===== src/logic/port_cfg.svh =====
// constants for the port pin block: offsets, field positions, reset values
`ifndef PORT_CFG_SVH
`define PORT_CFG_SVH

// ----------------------------------------------------------------
// sizes
// ----------------------------------------------------------------
`define NPORTS 10
`define NPINS 80
`define NEXT_IRQ 7

// ----------------------------------------------------------------
// register offsets (byte addresses on the plain register port)
// ----------------------------------------------------------------
`define OFS_DATA 8'h00
`define OFS_MODE 8'h10
`define OFS_PULL 8'h20
`define OFS_RISE 8'h30
`define OFS_FALL 8'h31
`define OFS_STAT 8'h32
`define OFS_MASK 8'h33
`define OFS_CTRL 8'h34
`define OFS_CPUCLK 8'h35
`define PORT_CNT 8'h0a

// ----------------------------------------------------------------
// fields and reset values
// ----------------------------------------------------------------
`define STAT_KEY_BIT 7
`define CTRL_ANALOG_BIT 0
`define CTRL_EXTMEM_BIT 1
`define CPUCLK_FB_OFF_BIT 6
`define MODE_RST 8'hff
`define CPUCLK_RST 8'h00

// ----------------------------------------------------------------
// port index and flat pin positions
// ----------------------------------------------------------------
`define PIDX_P0 0
`define PIDX_P1 1
`define PIDX_P4 4
`define PIDX_P6 6
`define PIDX_P7 7
`define PIDX_P13 9
`define P4_LSB 32
`define P5_LSB 40
`define PIN_RD 52
`define PIN_WR 53
`define PIN_WAIT 54
`define PIN_ADDR_LATCH 55

`endif


===== src/logic/port_pkg.sv =====
// types shared by the port pin block
`include "port_cfg.svh"

package port_pkg;

	// external memory bus cycle phases
	typedef enum logic [3:0] {
		BUS_IDLE = 4'b0001,
		BUS_ADDR = 4'b0010,
		BUS_STRB = 4'b0100,
		BUS_DONE = 4'b1000
	} bus_state_t;

	// whole block state, registered as one word
	typedef struct packed {
		logic [`NPORTS-1:0][7:0] latch;
		logic [`NPORTS-1:0][7:0] mode;
		logic [`NPORTS-1:0][7:0] pu;
		logic [`NEXT_IRQ-1:0] rise;
		logic [`NEXT_IRQ-1:0] fall;
		logic [7:0] stat;
		logic [7:0] mask;
		logic [1:0] ctrl;
		logic [7:0] cpuclk;
		logic [`NPINS-1:0] prev;
		bus_state_t bst;
		logic [15:0] addr;
		logic we;
		logic [7:0] wdata;
		logic [7:0] erd;
		logic [`NPINS-1:0] drv;
		logic [`NPINS-1:0] oe;
		logic [`NPINS-1:0] pull;
		logic [7:0] rdata;
		logic irq;
		logic done;
	} state_t;

endpackage


===== src/logic/mcu_port_pin_logic.sv =====
// general-purpose port pins, key-return flag, external irq edges, external bus
//
// Summary of operation
// - ports 1,2,3,5,7,12,13, P01-P06 per-bit direction
// - pull-up only acts while pin is input
// - port 4 falling edge sets key flag
// - analog port 1 pins lose their pull-ups
// - P60-P63 open drain, no pull-up
// - seven irq pins: rising, falling or both
// - ext bus: port 4 addr/data, port 5 high
// - port 7 three bits, port 13 two
// - wait stretches access; separate read/write strobes
`timescale 1ns/1ps
`default_nettype none
`include "port_cfg.svh"

module mcu_port_pin_logic (
	input wire logic ref_clk_in,
	input wire logic sys_rst_in,
	input wire logic [7:0] reg_addr_in,
	input wire logic [7:0] reg_wdata_in,
	input wire logic reg_wr_in,
	input wire logic reg_rd_in,
	output logic [7:0] reg_rdata_out,
	input wire logic [`NPINS-1:0] pin_level_in,
	output logic [`NPINS-1:0] pin_drive_out,
	output logic [`NPINS-1:0] pin_oe_out,
	output logic [`NPINS-1:0] pin_pullup_out,
	input wire logic ext_req_in,
	input wire logic ext_we_in,
	input wire logic [15:0] ext_addr_in,
	input wire logic [7:0] ext_wdata_in,
	output logic [7:0] ext_rdata_out,
	output logic ext_done_out,
	output logic irq_out,
	output logic subclock_feedback_off_out
);
	import port_pkg::*;

	// ----------------------------------------------------------------
	// decode helpers
	// ----------------------------------------------------------------

	// bits that exist on a port
	function automatic logic [7:0] width_mask(input int k);
		if (k == `PIDX_P7) begin
			return 8'h07;
		end else if (k == `PIDX_P13) begin
			return 8'h03;
		end
		return 8'hff;
	endfunction

	// bits whose direction software may turn to output
	function automatic logic [7:0] dir_mask(input int k);
		if (k == `PIDX_P0) begin
			return 8'h7e;
		end
		return width_mask(k);
	endfunction

	// bits that carry a software pull-up
	function automatic logic [7:0] pull_mask(input int k);
		if (k == `PIDX_P6) begin
			return 8'hf0;
		end
		return dir_mask(k);
	endfunction

	// output-mode bits from a mode byte (mode bit 1 = input)
	function automatic logic [7:0] out_bits(input int k, input logic [7:0] m);
		if (k == `PIDX_P4) begin
			return {8{~m[0]}};
		end
		return ~m & dir_mask(k);
	endfunction

	// address hits a per-port bank; index is the port slot
	function automatic logic bank_hit(input logic [7:0] a, input logic [7:0] base);
		return (a >= base) && (a < base + `PORT_CNT);
	endfunction

	// ----------------------------------------------------------------
	// state
	// ----------------------------------------------------------------
	state_t s_q;
	state_t s_d;
	logic [7:0] ofs;
	logic [3:0] idx;
	logic [`NEXT_IRQ-1:0] irq_ev;
	logic key_ev;
	logic [7:0] om;
	logic ext_en;

	// ----------------------------------------------------------------
	// next-state logic
	// ----------------------------------------------------------------

	// register access, edge events, bus cycle, then pin drive
	always_comb begin
		s_d = s_q;
		s_d.rdata = 8'h00;
		s_d.done = 1'b0;
		s_d.prev = pin_level_in;
		ofs = 8'h00;
		idx = 4'h0;
		om = 8'h00;
		ext_en = s_q.ctrl[`CTRL_EXTMEM_BIT];

		irq_ev = (s_q.rise & pin_level_in[`NEXT_IRQ-1:0] & ~s_q.prev[`NEXT_IRQ-1:0])
			| (s_q.fall & ~pin_level_in[`NEXT_IRQ-1:0] & s_q.prev[`NEXT_IRQ-1:0]);
		key_ev = |(s_q.prev[`P4_LSB+7:`P4_LSB] & ~pin_level_in[`P4_LSB+7:`P4_LSB]);

		// register writes; stat bits clear by writing one
		if (reg_wr_in) begin
			if (bank_hit(reg_addr_in, `OFS_DATA)) begin
				ofs = reg_addr_in - `OFS_DATA;
				idx = ofs[3:0];
				s_d.latch[idx] = reg_wdata_in & width_mask(int'(idx));
			end else if (bank_hit(reg_addr_in, `OFS_MODE)) begin
				ofs = reg_addr_in - `OFS_MODE;
				idx = ofs[3:0];
				s_d.mode[idx] = reg_wdata_in | ~width_mask(int'(idx));
			end else if (bank_hit(reg_addr_in, `OFS_PULL)) begin
				ofs = reg_addr_in - `OFS_PULL;
				idx = ofs[3:0];
				s_d.pu[idx] = reg_wdata_in & pull_mask(int'(idx));
			end else begin
				unique case (reg_addr_in)
					`OFS_RISE: s_d.rise = reg_wdata_in[`NEXT_IRQ-1:0];
					`OFS_FALL: s_d.fall = reg_wdata_in[`NEXT_IRQ-1:0];
					`OFS_STAT: s_d.stat = s_q.stat & ~reg_wdata_in;
					`OFS_MASK: s_d.mask = reg_wdata_in;
					`OFS_CTRL: s_d.ctrl = reg_wdata_in[1:0];
					`OFS_CPUCLK: s_d.cpuclk = reg_wdata_in;
					default: s_d.ctrl = s_q.ctrl;
				endcase
			end
		end

		// set after clear so an event in the clearing cycle survives
		// key flag on bit 7, irq pins on bits 6..0: exactly eight bits
		s_d.stat = s_d.stat | {key_ev, irq_ev};

		// register reads, data stands the following cycle only
		if (reg_rd_in) begin
			if (bank_hit(reg_addr_in, `OFS_DATA)) begin
				ofs = reg_addr_in - `OFS_DATA;
				idx = ofs[3:0];
				om = out_bits(int'(idx), s_q.mode[idx]);
				// latch for outputs, pin for inputs
				s_d.rdata = ((s_q.latch[idx] & om) | (pin_level_in[idx*8 +: 8] & ~om))
					& width_mask(int'(idx));
			end else if (bank_hit(reg_addr_in, `OFS_MODE)) begin
				ofs = reg_addr_in - `OFS_MODE;
				idx = ofs[3:0];
				s_d.rdata = s_q.mode[idx];
			end else if (bank_hit(reg_addr_in, `OFS_PULL)) begin
				ofs = reg_addr_in - `OFS_PULL;
				idx = ofs[3:0];
				s_d.rdata = s_q.pu[idx];
			end else begin
				unique case (reg_addr_in)
					`OFS_RISE: s_d.rdata = {1'b0, s_q.rise};
					`OFS_FALL: s_d.rdata = {1'b0, s_q.fall};
					`OFS_STAT: s_d.rdata = s_q.stat;
					`OFS_MASK: s_d.rdata = s_q.mask;
					`OFS_CTRL: s_d.rdata = {6'h00, s_q.ctrl};
					`OFS_CPUCLK: s_d.rdata = s_q.cpuclk;
					default: s_d.rdata = 8'h00;
				endcase
			end
		end

		// external access phases; low wait pin holds the strobe
		unique case (s_q.bst)
			BUS_IDLE: begin
				if (ext_en && ext_req_in) begin
					s_d.addr = ext_addr_in;
					s_d.we = ext_we_in;
					s_d.wdata = ext_wdata_in;
					s_d.bst = BUS_ADDR;
				end
			end
			BUS_ADDR: s_d.bst = BUS_STRB;
			BUS_STRB: begin
				if (pin_level_in[`PIN_WAIT]) begin
					s_d.erd = pin_level_in[`P4_LSB+7:`P4_LSB];
					s_d.bst = BUS_DONE;
				end
			end
			BUS_DONE: s_d.bst = BUS_IDLE;
		endcase
		s_d.done = (s_d.bst == BUS_DONE);

		// synchronous reset: every port input, no pull-ups, bus idle
		if (sys_rst_in) begin
			s_d = '0;
			s_d.mode = {`NPORTS{`MODE_RST}};
			s_d.cpuclk = `CPUCLK_RST;
			s_d.bst = BUS_IDLE;
			s_d.prev = pin_level_in;
		end

		// pin drive from the next register values, so pins change on the same edge that takes a write
		for (int k = 0; k < `NPORTS; k++) begin
			om = out_bits(k, s_d.mode[k]);
			s_d.oe[k*8 +: 8] = om;
			s_d.drv[k*8 +: 8] = s_d.latch[k] & om;
			s_d.pull[k*8 +: 8] = s_d.pu[k] & ~om & pull_mask(k);
		end
		// open-drain bits only ever pull low
		s_d.oe[51:48] = s_d.oe[51:48] & ~s_d.latch[`PIDX_P6][3:0];
		s_d.drv[51:48] = 4'h0;
		if (s_d.ctrl[`CTRL_ANALOG_BIT]) begin
			s_d.pull[15:8] = 8'h00;
		end

		// external bus owns ports 4, 5 and the strobe pins
		if (s_d.ctrl[`CTRL_EXTMEM_BIT]) begin
			s_d.oe[`P4_LSB+7:`P4_LSB] = {8{(s_d.bst == BUS_ADDR) || (s_d.bst == BUS_STRB && s_d.we)}};
			s_d.drv[`P4_LSB+7:`P4_LSB] = (s_d.bst == BUS_ADDR) ? s_d.addr[7:0] :
				((s_d.bst == BUS_STRB && s_d.we) ? s_d.wdata : 8'h00);
			s_d.oe[`P5_LSB+7:`P5_LSB] = 8'hff;
			s_d.drv[`P5_LSB+7:`P5_LSB] = s_d.addr[15:8];
			s_d.oe[`PIN_ADDR_LATCH:`PIN_RD] = 4'b1011;
			s_d.drv[`PIN_RD] = !(s_d.bst == BUS_STRB && !s_d.we);
			s_d.drv[`PIN_WR] = !(s_d.bst == BUS_STRB && s_d.we);
			s_d.drv[`PIN_WAIT] = 1'b0;
			s_d.drv[`PIN_ADDR_LATCH] = (s_d.bst == BUS_ADDR);
			s_d.pull[`P5_LSB+7:`P4_LSB] = 16'h0000;
			s_d.pull[`PIN_ADDR_LATCH:`PIN_RD] = 4'h0;
		end

		// level interrupt from unmasked sticky bits
		s_d.irq = |(s_d.stat & s_d.mask);
	end

	// single state register
	always_ff @(posedge ref_clk_in) begin
		s_q <= s_d;
	end

	// ----------------------------------------------------------------
	// outputs, all straight from the state register
	// ----------------------------------------------------------------
	assign reg_rdata_out = s_q.rdata;
	assign pin_drive_out = s_q.drv;
	assign pin_oe_out = s_q.oe;
	assign pin_pullup_out = s_q.pull;
	assign ext_rdata_out = s_q.erd;
	assign ext_done_out = s_q.done;
	assign irq_out = s_q.irq;
	// feedback-off bit handed to the subclock oscillator
	assign subclock_feedback_off_out = s_q.cpuclk[`CPUCLK_FB_OFF_BIT];
endmodule
`default_nettype wire


===== config.mk =====
export PLATFORM = sky130hd
export DESIGN_NAME = mcu_port_pin_logic
export DESIGN_NICKNAME = d
export VERILOG_FILES = /design/src/logic/port_pkg.sv /design/src/logic/mcu_port_pin_logic.sv
export VERILOG_INCLUDE_DIRS = /design/src /design/src/logic
export SDC_FILE = /design/constraint.sdc
export NUM_CORES = 1
export LEC_CHECK = 0
export ABC_AREA = 1
export BUFFER_PORTS_ARGS = -buffer_cell sky130_fd_sc_hd__buf_4
export CAP_MARGIN = 20
export CORE_ASPECT_RATIO = 0.6
export CORE_MARGIN = 8
export CORE_UTILIZATION = 40
export DETAILED_ROUTE_END_ITERATION = 12
export SYNTH_ARGS = -nofsm -noshare
export SYNTH_HDL_FRONTEND = slang
export SYNTH_SLANG_ARGS = --single-unit

===== constraint.sdc =====
create_clock -name ref_clk_in -period 2.4 [get_ports ref_clk_in]
set_input_delay 0.12 -clock ref_clk_in [delete_from_list [all_inputs] [get_ports ref_clk_in]]
set_output_delay 0.12 -clock ref_clk_in [all_outputs]
set_load 0.03 [all_outputs]

======== Yosys cells after proc, flatten, opt, wreduce, memory -nomap -nowiden ========
Cells that the tools add are included.
operators by class
  multiplexer cells ....................... 122
  equality and inequality tests ........... 21
  add/subtract/negate cells ............... 2
  shifts and indexed selects .............. 1
  bitwise operators ....................... 71
  reduce and logical (&&, ||, !) cells .... 23
  order comparisons ....................... 12
operators with widths
  cell                count
  $mux 647            1
  $mux 8              54
  $mux 280            1
  $bwmux 80           3
  $mux 80             3
  $mux 200            1
  $and 8x8->8         23
  $not 8->8           18
  $bmux 8 s4          4
  $mux 120            1
  $demux 8 s4         3
  $shiftx 80x8->8     1
  $eq 8x6->1 const B  6
  $pmux 8 s6          1
  $eq 4x4->1 const B  10
  $mux 1              40
  $mux 40             1
  $and 7x7->7         5
  $mux 29             1
  $not 7->7           4
  $mux 25             1
  $or 8x8->8          3
  $mux 16             1
  $pmux 4 s4          1
  35 further kinds    65
storage, ports and cells
  logic and storage cells ................. 305
  output and inout bits ................... 259
  bits of input ports ..................... 126
  bits in registers ....................... 573

======== Longest topological paths before layout ========
Gate-level depths: netlist of the first run.
  word-level depth ........................ 38
  gate-level depth with buffers ........... 14
  gate-level depth less buffers ........... 13

======== Least setup slack after synthesis of the first run ========
No wires, ideal clock.
  kind .................................... input port to flip-flop
  start point ............................. in reg_addr_in[1]
  end point ............................... reg s_q, in the netlist pin_pullup_out[4]
  arrival time ............................ 1.506 ns
  library setup time ...................... 0.122 ns
  data required time ...................... 2.278 ns
  cell stages on the path ................. 9
  slack ................................... 0.772 ns
  path buffers ............................ 1
  cells stage by stage .................... buf_2 > o21ai_2 > nand4_1 > nor2_1 > inv_1 > nor2_1 > inv_1 > o21ai_0 > nor3_1
RTL lines
  item                  RTL line                   RTL
  from (decl)           mcu_port_pin_logic.sv:20   input wire logic [7:0] reg_addr_in,
  to (signal assigned)  mcu_port_pin_logic.sv:241  s_q <= s_d;
  to (decl)             mcu_port_pin_logic.sv:86   state_t s_q;

======== Final worst setup path of the first run ========
  start point ............................. reg s_q[551] (netlist bit)
  end point ............................... reg s_q, in the netlist reg_rdata_out[4]
on the way
  word-level cells in the longest chain between the ends .. 12
  elaborated cells on any way between the ends .. 13
  classes of those cells .................. mux (7); bitwise (6)
RTL lines
  item                            RTL line                   RTL
  $bmux 8 s4 *                    mcu_port_pin_logic.sv:150  om = out_bits(int'(idx), s_q.mode[idx]);
  $mux 8 (implied by the code) *  mcu_port_pin_logic.sv:150
  $not 1->1 *                     mcu_port_pin_logic.sv:73   return {8{~m[0]}};
  $mux 8 *                        mcu_port_pin_logic.sv:72   if (k == `PIDX_P4) begin
  $mux 8 *                        mcu_port_pin_logic.sv:75   return ~m & dir_mask(k);
  $mux 8 *                        mcu_port_pin_logic.sv:147  if (bank_hit(reg_addr_in, `OFS_DATA)) begin
  $mux 8 *                        mcu_port_pin_logic.sv:146  if (reg_rd_in) begin
  $not 8->8                       mcu_port_pin_logic.sv:152  s_d.rdata = ((s_q.latch[idx] & om) | (pin_level_in[idx*8 +: 8] & ~om))
  $and 8x8->8                     mcu_port_pin_logic.sv:152
  $or 8x8->8 *                    mcu_port_pin_logic.sv:152
  $and 8x8->8 *                   mcu_port_pin_logic.sv:153  & width_mask(int'(idx));
  $mux 8 *                        mcu_port_pin_logic.sv:147
Mark *: on every way between the ends. The rest lies on a longest branch, timed or not. The select of a mux whose other input is x is not followed.
A chain may end at the register's enable or synchronous reset.

==> results of run 1 <==
## layer usage
metal | GRT usage (%) | vias to the layer above | part of all wire [%]
li1 | - | 10300 | -
met3 | 9.72 | 117 | 13
met1 | 38.1 | 9874 | 45
met4 | 5.60 | 2 | 2.1
met5 | 0 | - | 0.014
met2 | 36.3 | 1236 | 39
## power by group
| group | leakage [nW] | switching [mW] | internal [mW] | total [mW] |
|---|---|---|---|---|
| clock network | 0.908 | 3.62 | 5.27 | 8.90 |
| logic | 8.55 | 1.21 | 0.561 | 1.77 |
| registers | 4.27 | 0.0314 | 8.83 | 8.86 |
| total | 13.7 | 4.86 | 14.7 | 19.5 |
## cells by family (layout without fill, tap and decap cells)
group | after synthesis | count (layout) | share of synthesized area (%)
and+or+nand+nor | 1527 | 1527 | 27.8
buffers and inverters | 736 | 975 | 16.5
AOI/OAI and AO/OA | 394 | 394 | 9.80
other | 1 | 49 | 0.0163
DFF | 528 | 528 | 45.9
## Yosys cell counts (7+ instances only)
cell type and n:
nor2_1 411, o21ai_0 173, o211ai_2 11, buf_1 18, o31ai_1 8, clkbuf_1 72, o22ai_1 17, nor4_1 32
a22oi_1 7, nor3_1 96, inv_2 23, o21ai_1 17, nand2_1 757, dfxtp_1 528, nor2_2 15, nand3_1 128
or2_2 20, nand4_1 45, o211ai_1 47, buf_2 37, buf_4 265, inv_1 317, a21oi_1 103, nor2_4 7
## flip-flops by register name (all words and copies together) (netlist names), named ones only
signal and cells:
ext_en 1, irq_out 1, reg_rdata_out 8, s_q 277
ext_rdata_out 8, subclock_feedback_off_out 1, pin_drive_out 63, ext_done_out 1
pin_pullup_out 63, pin_oe_out 60
## layout make-up
| cell class | count | area [sq um] | area share [%] |
|---|---|---|---|
| diodes | 2 | 5.00 | 0.0180 |
| clock buffers | 66 | 1420 | 5.11 |
| clock inverters | 26 | 413 | 1.48 |
| inverters | 344 | 1290 | 4.64 |
| multi-input cells | 1968 | 8850 | 31.8 |
| flip-flops and latches | 528 | 10600 | 37.9 |
| well taps | 770 | 963 | 3.46 |
| repair buffers | 539 | 4350 | 15.6 |
## through the flow
step | hold WS (ns) | instance area [sq um] | instances | power [mW]
final | 0.0301 | 27900 | 4243 | 19.5
after global routing | 0.0391 | 27900 | 4242 | 20.1
after CTS | 0.0102 | 27900 | 4241 | 19.6
after detailed placement | 0.238 | 25600 | 4103 | 10.7
after global placement | 0.236 | 25600 | 4103 | 10.7
after floorplan | 0.148 | 23200 | 3232 | 9.98
## path summary, 6_finish.rpt
kind	from	end	slack, ns
worst max-delay path	s_q[551]$_DFF_P_	reg_rdata_out[4]$_SDFF_PP0_	0.41
worst max register to register	s_q[551]$_DFF_P_	reg_rdata_out[4]$_SDFF_PP0_	0.41
worst min register to register	s_q[456]$_DFF_P_	s_q[456]$_DFF_P_	0.44
worst min-delay path	sys_rst_in	s_q[286]$_DFF_P_	0.03
## worst max-delay path, stage by stage (launching register included)
cell and delay [ns]:
dfxtp_1 0.31, inv_1 0.05, o21ai_0 0.45, nand4_1 0.15
buf_4 0.20, nand4_1 0.13, buf_12 0.16, nand2_1 0.05
nand2_1 0.06, nand3_1 0.10, a21oi_1 0.21
==> results.json, run 1 <==
{
  "status": "finished, final reports clean",
  "dr.pass1.iters": 6,
  "finClkSkew_ns": 0.0213,
  "syn-instance-count": 3186,
  "postCtsHoldBufs": 46,
  "grt_pass1_vias": 20000,
  "min_path_type": "in2reg",
  "slew_headroom_pct": 30.6,
  "peakVddDrop_mv": 0.504,
  "grt_max_degree": 89,
  "wire_per_inst_um": 21.5,
  "nNetsFinal": 3557,
  "start_util_pct": 40.2,
  "cp-end-kind": "register",
  "core.rowCount": 68,
  "rsz0062_at_grt": "false",
  "drtIter0Drc": 2779,
  "cts.repair.resized": 0,
  "final.setup.tns_ns": 0,
  "place_congestion": 1.01,
  "reg2reg_depth": 10,
  "final_cell_mix": "757 x nand2_1, 528 x dfxtp_1, 478 x buf_4, 410 x nor2_1, 316 x inv_1",
  "yosysTopAreaCellShare_pct": 45.9,
  "setup_viol": 0,
  "power_density_nw_per_um2": 701,
  "worstSetupStartpointType": "register",
  "syn_area_sq_um": 23000,
  "path_max_fanout": 14,
  "grt_antenna_before_repair": 3,
  "drc_errors": 0,
  "tightest_slew_ns": 1.03,
  "grt_overflow": 0,
  "dieArea_sq_um": 65800,
  "synthToLayoutAreaGrowth_pct": 20.9,
  "fin_crit_ns": 1.99,
  "synth_top_cell_by_area": "dfxtp_1",
  "arrival_ns": 2.48,
  "cp.required_ns": 2.89,
  "cts_made_buffers": 50,
  "dp_hpwl_um": 69300,
  "cts.sinks": 528,
  "cts_setup_buffers": 0,
  "avgSynthCellArea_sq_um": 7.23,
  "dp_slack_ns": 0.0205,
  "final_max_slew_viol_count": 0,
  "timing.final.crit_share_pct": 82.9,
  "track_usage_pct": 26.2,
  "final_common_cell": "nand2_1",
  "hold_violations": 0,
  "cts_tree": "done",
  "ys_ff_latch": 528,
  "io_pins": 385,
  "ys.flop_type": "dfxtp_1",
  "fmax_ghz": 0.503,
  "drv_cap": 0,
  "fp.dieW_um": 326,
  "clk_latency_ns": 0.59,
  "io_buffer_count": 337,
  "layout_setup_ws_ns": 0.411,
  "yosysUniqueCellTypes": 38,
  "async_flop_share_pct": 0,
  "clkTransAtPathRegs_ns": 0.07,
  "core_area_sq_um": 57300,
  "clock_path_buffers": 3,
  "min_path_cells": 4,
  "cts-root-buf": "clkbuf_16",
  "criticalPathCategory": "reg2reg",
  "dieHeight_um": 202,
  "fillCellCount": 5779,
  "synth_edf_count": 0,
  "ant_nets": 0,
  "viasPerCell": 5.07,
  "ys_top_cells_by_area": "dfxtp_1 46%, nand2_1 12%, buf_4 8.6%, nor2_1 6.7%, inv_1 5.2%",
  "drt-total-wl_um": 91200,
  "p_leak_nw": 13.7,
  "ys.warnings.count": 0,
  "htree_levels": 2,
  "vias": 21500,
  "post_route_cells_drive_above_1_share_pct": 19.2,
  "yosysSeqAreaShare_pct": 45.9,
  "grt_pass1_wl_um": 132000,
  "post-route-util_pct": 48.7
}
(Power assumes the default switching activity.)
==> run 2, diff against run 1 <==
Clock period 2.4 ns to 1.8 ns, I/O delays scaled along.
==> results.json, run 2 (synthesis gave the netlist of run 1 again) <==
{
  "grt_overflow": 0,
  "wire_per_inst_um": 20.8,
  "start_util_pct": 40.2,
  "cts-root-buf": "clkbuf_16",
  "fillCellCount": 5635,
  "grt_max_degree": 92,
  "cp.required_ns": 2.32,
  "final_max_slew_viol_count": 0,
  "p_leak_nw": 15.1,
  "hold_violations": 0,
  "cts_made_buffers": 51,
  "htree_levels": 2,
  "viasPerCell": 4.94,
  "setup_viol": 0,
  "drc_errors": 0,
  "criticalPathCategory": "reg2reg",
  "clock_path_buffers": 3,
  "core_area_sq_um": 57300,
  "final_common_cell": "nand2_1",
  "timing.final.crit_share_pct": 96.6,
  "grt_antenna_before_repair": 1,
  "track_usage_pct": 27.0,
  "dr.pass1.iters": 6,
  "cp-end-kind": "register",
  "grt_pass1_vias": 20800,
  "worstSetupStartpointType": "register",
  "power.total_mw": 26.2,
  "post-route-util_pct": 52.5,
  "fp.dieW_um": 326,
  "drtIter0Drc": 2691,
  "post_route_cells_drive_above_1_share_pct": 24.9,
  "grt_pass1_wl_um": 136000,
  "core.rowCount": 68,
  "peakVddDrop_mv": 0.634,
  "io_buffer_count": 337,
  "synthToLayoutAreaGrowth_pct": 30.5,
  "multi_input_area_sq_um": 8870,
  "fin_crit_ns": 1.74,
  "power_density_nw_per_um2": 872,
  "clk_latency_ns": 0.61,
  "dpl.cell_count": 4359,
  "ff_latch_area_sq_um": 10600,
  "arrival_ns": 2.26,
  "ant_nets": 0,
  "place_congestion": 1.00,
  "cts.sinks": 528,
  "largest-register": "s_q",
  "tightest_slew_ns": 0.669,
  "final.setup.tns_ns": 0,
  "largest_reg_flops": 277,
  "vias": 22200,
  "stdcell_count": 4504,
  "path_max_fanout": 2,
  "io_pins": 385,
  "final_cell_mix": "757 x nand2_1, 716 x buf_4, 526 x dfxtp_1, 407 x nor2_1, 316 x inv_1",
  "drv_cap": 0,
  "finClkSkew_ns": 0.0278,
  "dieArea_sq_um": 65800,
  "cts_tree": "done",
  "slew_headroom_pct": 54.9,
  "status": "finished, final reports clean",
  "min_path_type": "in2reg",
  "fmax_ghz": 0.575,
  "dp_hpwl_um": 72700,
  "drt-total-wl_um": 93600,
  "nNetsFinal": 3819,
  "clkTransAtPathRegs_ns": 0.07,
  "dieHeight_um": 202
}
run 2: worst paths after layout:
path | depth (start not counted) | from | to | slack, ns
setup / recovery | 9 | s_q[451]$_DFF_P_ | reg_rdata_out[4]$_SDFF_PP0_ | 0.06
hold / removal | 4 | ext_we_in | s_q[266]$_DFF_P_ | 0.02
setup reg to reg | 9 | s_q[451]$_DFF_P_ | reg_rdata_out[4]$_SDFF_PP0_ | 0.06
hold reg to reg | 2 | s_q[457]$_DFF_P_ | s_q[457]$_DFF_P_ | 0.44
run 2: critical path, stage by stage, from the launching register on:
cell and delay, ns:
dfxtp_1 0.31, inv_1 0.04, o21ai_0 0.54, o21ai_0 0.20, buf_4 0.19, nand3_1 0.08
nand2_1 0.08, nand2_1 0.06, nor2_1 0.04, a21oi_1 0.13
run 2: cell type report:
| type | count | area share [%] |
|---|---|---|
| sequential | 528 | 35.2 |
| tap | 770 | 3.20 |
| clock buffer | 74 | 5.04 |
| inverter | 344 | 4.30 |
| antenna | 1 | 0.00832 |
| multi-input combinational | 1968 | 29.5 |
| clock inverter | 19 | 1.02 |
| timing repair buffer | 800 | 21.8 |
run 2: timing repair:
| action | CTS | global route |
|---|---|---|
| hold buffers | 48 | 0 |
| hold endpoints to repair | 87 | 0 |
| resized for setup | 0 | 13 |
| setup endpoints to repair | 0 | 27 |
| setup buffers | 0 | 2 |
run 2: metrics by stage:
stage / hold slack (ns) / worst slack, ns / area [sq um]
after global routing: 0.0145 / -0.0152 / 30100
after CTS: 0.00231 / 0.0532 / 30000
after floorplan: 0.118 / 0.196 / 23200
after global placement: 0.204 / -0.530 / 27700
after detailed placement: 0.205 / -0.464 / 27700
final: 0.0214 / 0.0619 / 30100
run 2: per-layer routing:
metal	share of wire, %	track usage [%]	vias to the layer above
met2	39	37.0	1106
met3	13	10.8	113
met1	46	39.0	10200
met5	0.19	2.02	-
met4	2.1	5.89	4
li1	-	-	10800
run 2: power by group:
part	leakage (nW)	switching [mW]	internal, mW
Combinational	9.89	1.68	0.957
Sequential	4.27	0.0448	11.8
Clock	0.890	4.89	6.88
==> run 3, diff against run 2 <==
Settings changed: PLACE_DENSITY from default to 0.66.
==> results.json, run 3 (synthesis gave the netlist of run 1 again) <==
{
  "rsz0062_at_grt": "true",
  "ant_nets": 0,
  "path_buf_inv": 2,
  "dr_wl_met3_um": 11700,
  "htree_levels": 2,
  "dpl.cell_count": 4335,
  "post-route-util_pct": 52.0,
  "met1_length_um": 42400,
  "final_common_cell": "nand2_1",
  "cp-end-kind": "register",
  "min_path_type": "in2reg",
  "slowest_delay_ns": 0.42,
  "met2_wirelength_um": 36600,
  "final.setup.tns_ns": 0,
  "cp.required_ns": 2.28,
  "fp.dieW_um": 326,
  "whs_ns": 0.0272,
  "power.total_mw": 25.6,
  "criticalPathCategory": "reg2reg",
  "cts.sinks": 528,
  "fmax_ghz": 0.579,
  "wire_per_inst_um": 20.7,
  "core.rowCount": 68,
  "peakVddDrop_mv": 0.643,
  "drt-total-wl_um": 92600,
  "power_density_nw_per_um2": 859,
  "clk_latency_ns": 0.60,
  "setup_viol": 0,
  "crit_family": "compound AO/OA/AOI/OAI gates",
  "cts_made_buffers": 49,
  "drv_cap": 0,
  "hold_violations": 0,
  "cpMaxStageDelayCell": "o21ai_0",
  "finClkSkew_ns": 0.0385,
  "tightest_slew_ns": 0.651,
  "drc_errors": 0,
  "grt_pass1_wl_um": 135000,
  "track_usage_pct": 26.6,
  "cts_tree": "done",
  "worstSetupStartpointType": "register",
  "final_max_slew_viol_count": 0,
  "start_util_pct": 40.2,
  "dieHeight_um": 202,
  "grt_pass1_vias": 20900,
  "io_buffer_count": 337,
  "grt_overflow": 0,
  "fillCellCount": 5570,
  "largest-register": "s_q",
  "vias": 22300,
  "crit_chain": "inv_1 -> o21ai_0 -> o21ai_0 -> buf_4 -> nand3_1 -> nand2_1 -> nand2_1 -> nor2_1 -> a21oi_1",
  "synthToLayoutAreaGrowth_pct": 29.2,
  "clock_path_buffers": 3,
  "drtIter0Drc": 2935,
  "regToRegSetupSlack_ns": 0.07,
  "p_leak_nw": 14.9,
  "dp_hpwl_um": 72200,
  "core_area_sq_um": 57300,
  "clkTransAtPathRegs_ns": 0.07,
  "arrival_ns": 2.21,
  "stdcell_count": 4477,
  "grt_antenna_before_repair": 3,
  "place_congestion": 1.05,
  "viasPerCell": 4.99,
  "nNetsFinal": 3792,
  "largest_reg_flops": 277,
  "status": "finished, final reports clean",
  "io_pins": 385,
  "fin_crit_ns": 1.73,
  "slew_headroom_pct": 56.6,
  "path_max_fanout": 2,
  "timing.final.crit_share_pct": 95.9,
  "grt_max_degree": 57,
  "dieArea_sq_um": 65800,
  "final_cell_mix": "757 x nand2_1, 694 x buf_4, 526 x dfxtp_1, 405 x nor2_1, 315 x inv_1",
  "highest_layer": "met5",
  "dr.pass1.iters": 6,
  "cts-root-buf": "clkbuf_16",
  "post_route_cells_drive_above_1_share_pct": 24.6
}
-- run 3: cell count changes in the layout (fill, tap and decap cells not counted), sizes merged --
cell	before	now
inv	343	339
clkinvlp	2	7
clkinv	11	14
bufinv	7	5
clkbuf	74	70
buf	752	727
-- run 3: tightest hold or removal path, stage by stage --
cell     delay [ns]
buf_4          0.11
nand2_1        0.27
a21oi_1        0.07
-- run 3: routing by layer --
metal | vias to the layer above | global-route usage, %
met3 | 135 | 8.39
met4 | 2 | 5.61
met2 | 1200 | 36.8
met5 | - | 0
met1 | 10200 | 39.8
li1 | 10800 | -
-- run 3: layout make-up --
type	instances	area (sq um)	share of cell area [%]
timing repair buffer	775	6330	21.3
tap	770	963	3.24
sequential	528	10600	35.5
inverter	344	1300	4.36
clock buffer	70	1470	4.93
multi-input combinational	1968	8880	29.8
antenna	1	2.50	0.00841
clock inverter	21	260	0.874
-- run 3: where the power goes --
part	internal [mW]	total, mW	switching [mW]
clock network	6.41	11.2	4.79
logic	0.912	2.58	1.66
registers	11.8	11.8	0.0404
total	19.1	25.6	6.49
-- run 3: worst paths after layout --
check                        start                           to  cells after the start
setup / recovery  s_q[451]$_DFF_P_  reg_rdata_out[4]$_SDFF_PP0_                      9
hold / removal           reg_rd_in  reg_rdata_out[7]$_SDFF_PP0_                      3
setup reg to reg  s_q[451]$_DFF_P_  reg_rdata_out[4]$_SDFF_PP0_                      9
hold reg to reg   s_q[456]$_DFF_P_             s_q[456]$_DFF_P_                      2
-- run 3: through the flow --
step / setup WS [ns] / instance area (sq um)
3_3_place_gp: -0.407 / 27500
6_report: 0.0731 / 29800
5_1_grt: -0.0420 / 29800
4_1_cts: 0.0689 / 29700
3_5_place_dp: -0.427 / 27500
2_1_floorplan: 0.196 / 23200
-- run 3: what timing repair did --
action,in CTS,in global routing
hold buffers,48,0
buffers inserted,0,2
resized for setup,2,12
setup endpoints to repair,10,17
pin swaps,0,4
endpoints found under the hold margin,88,0
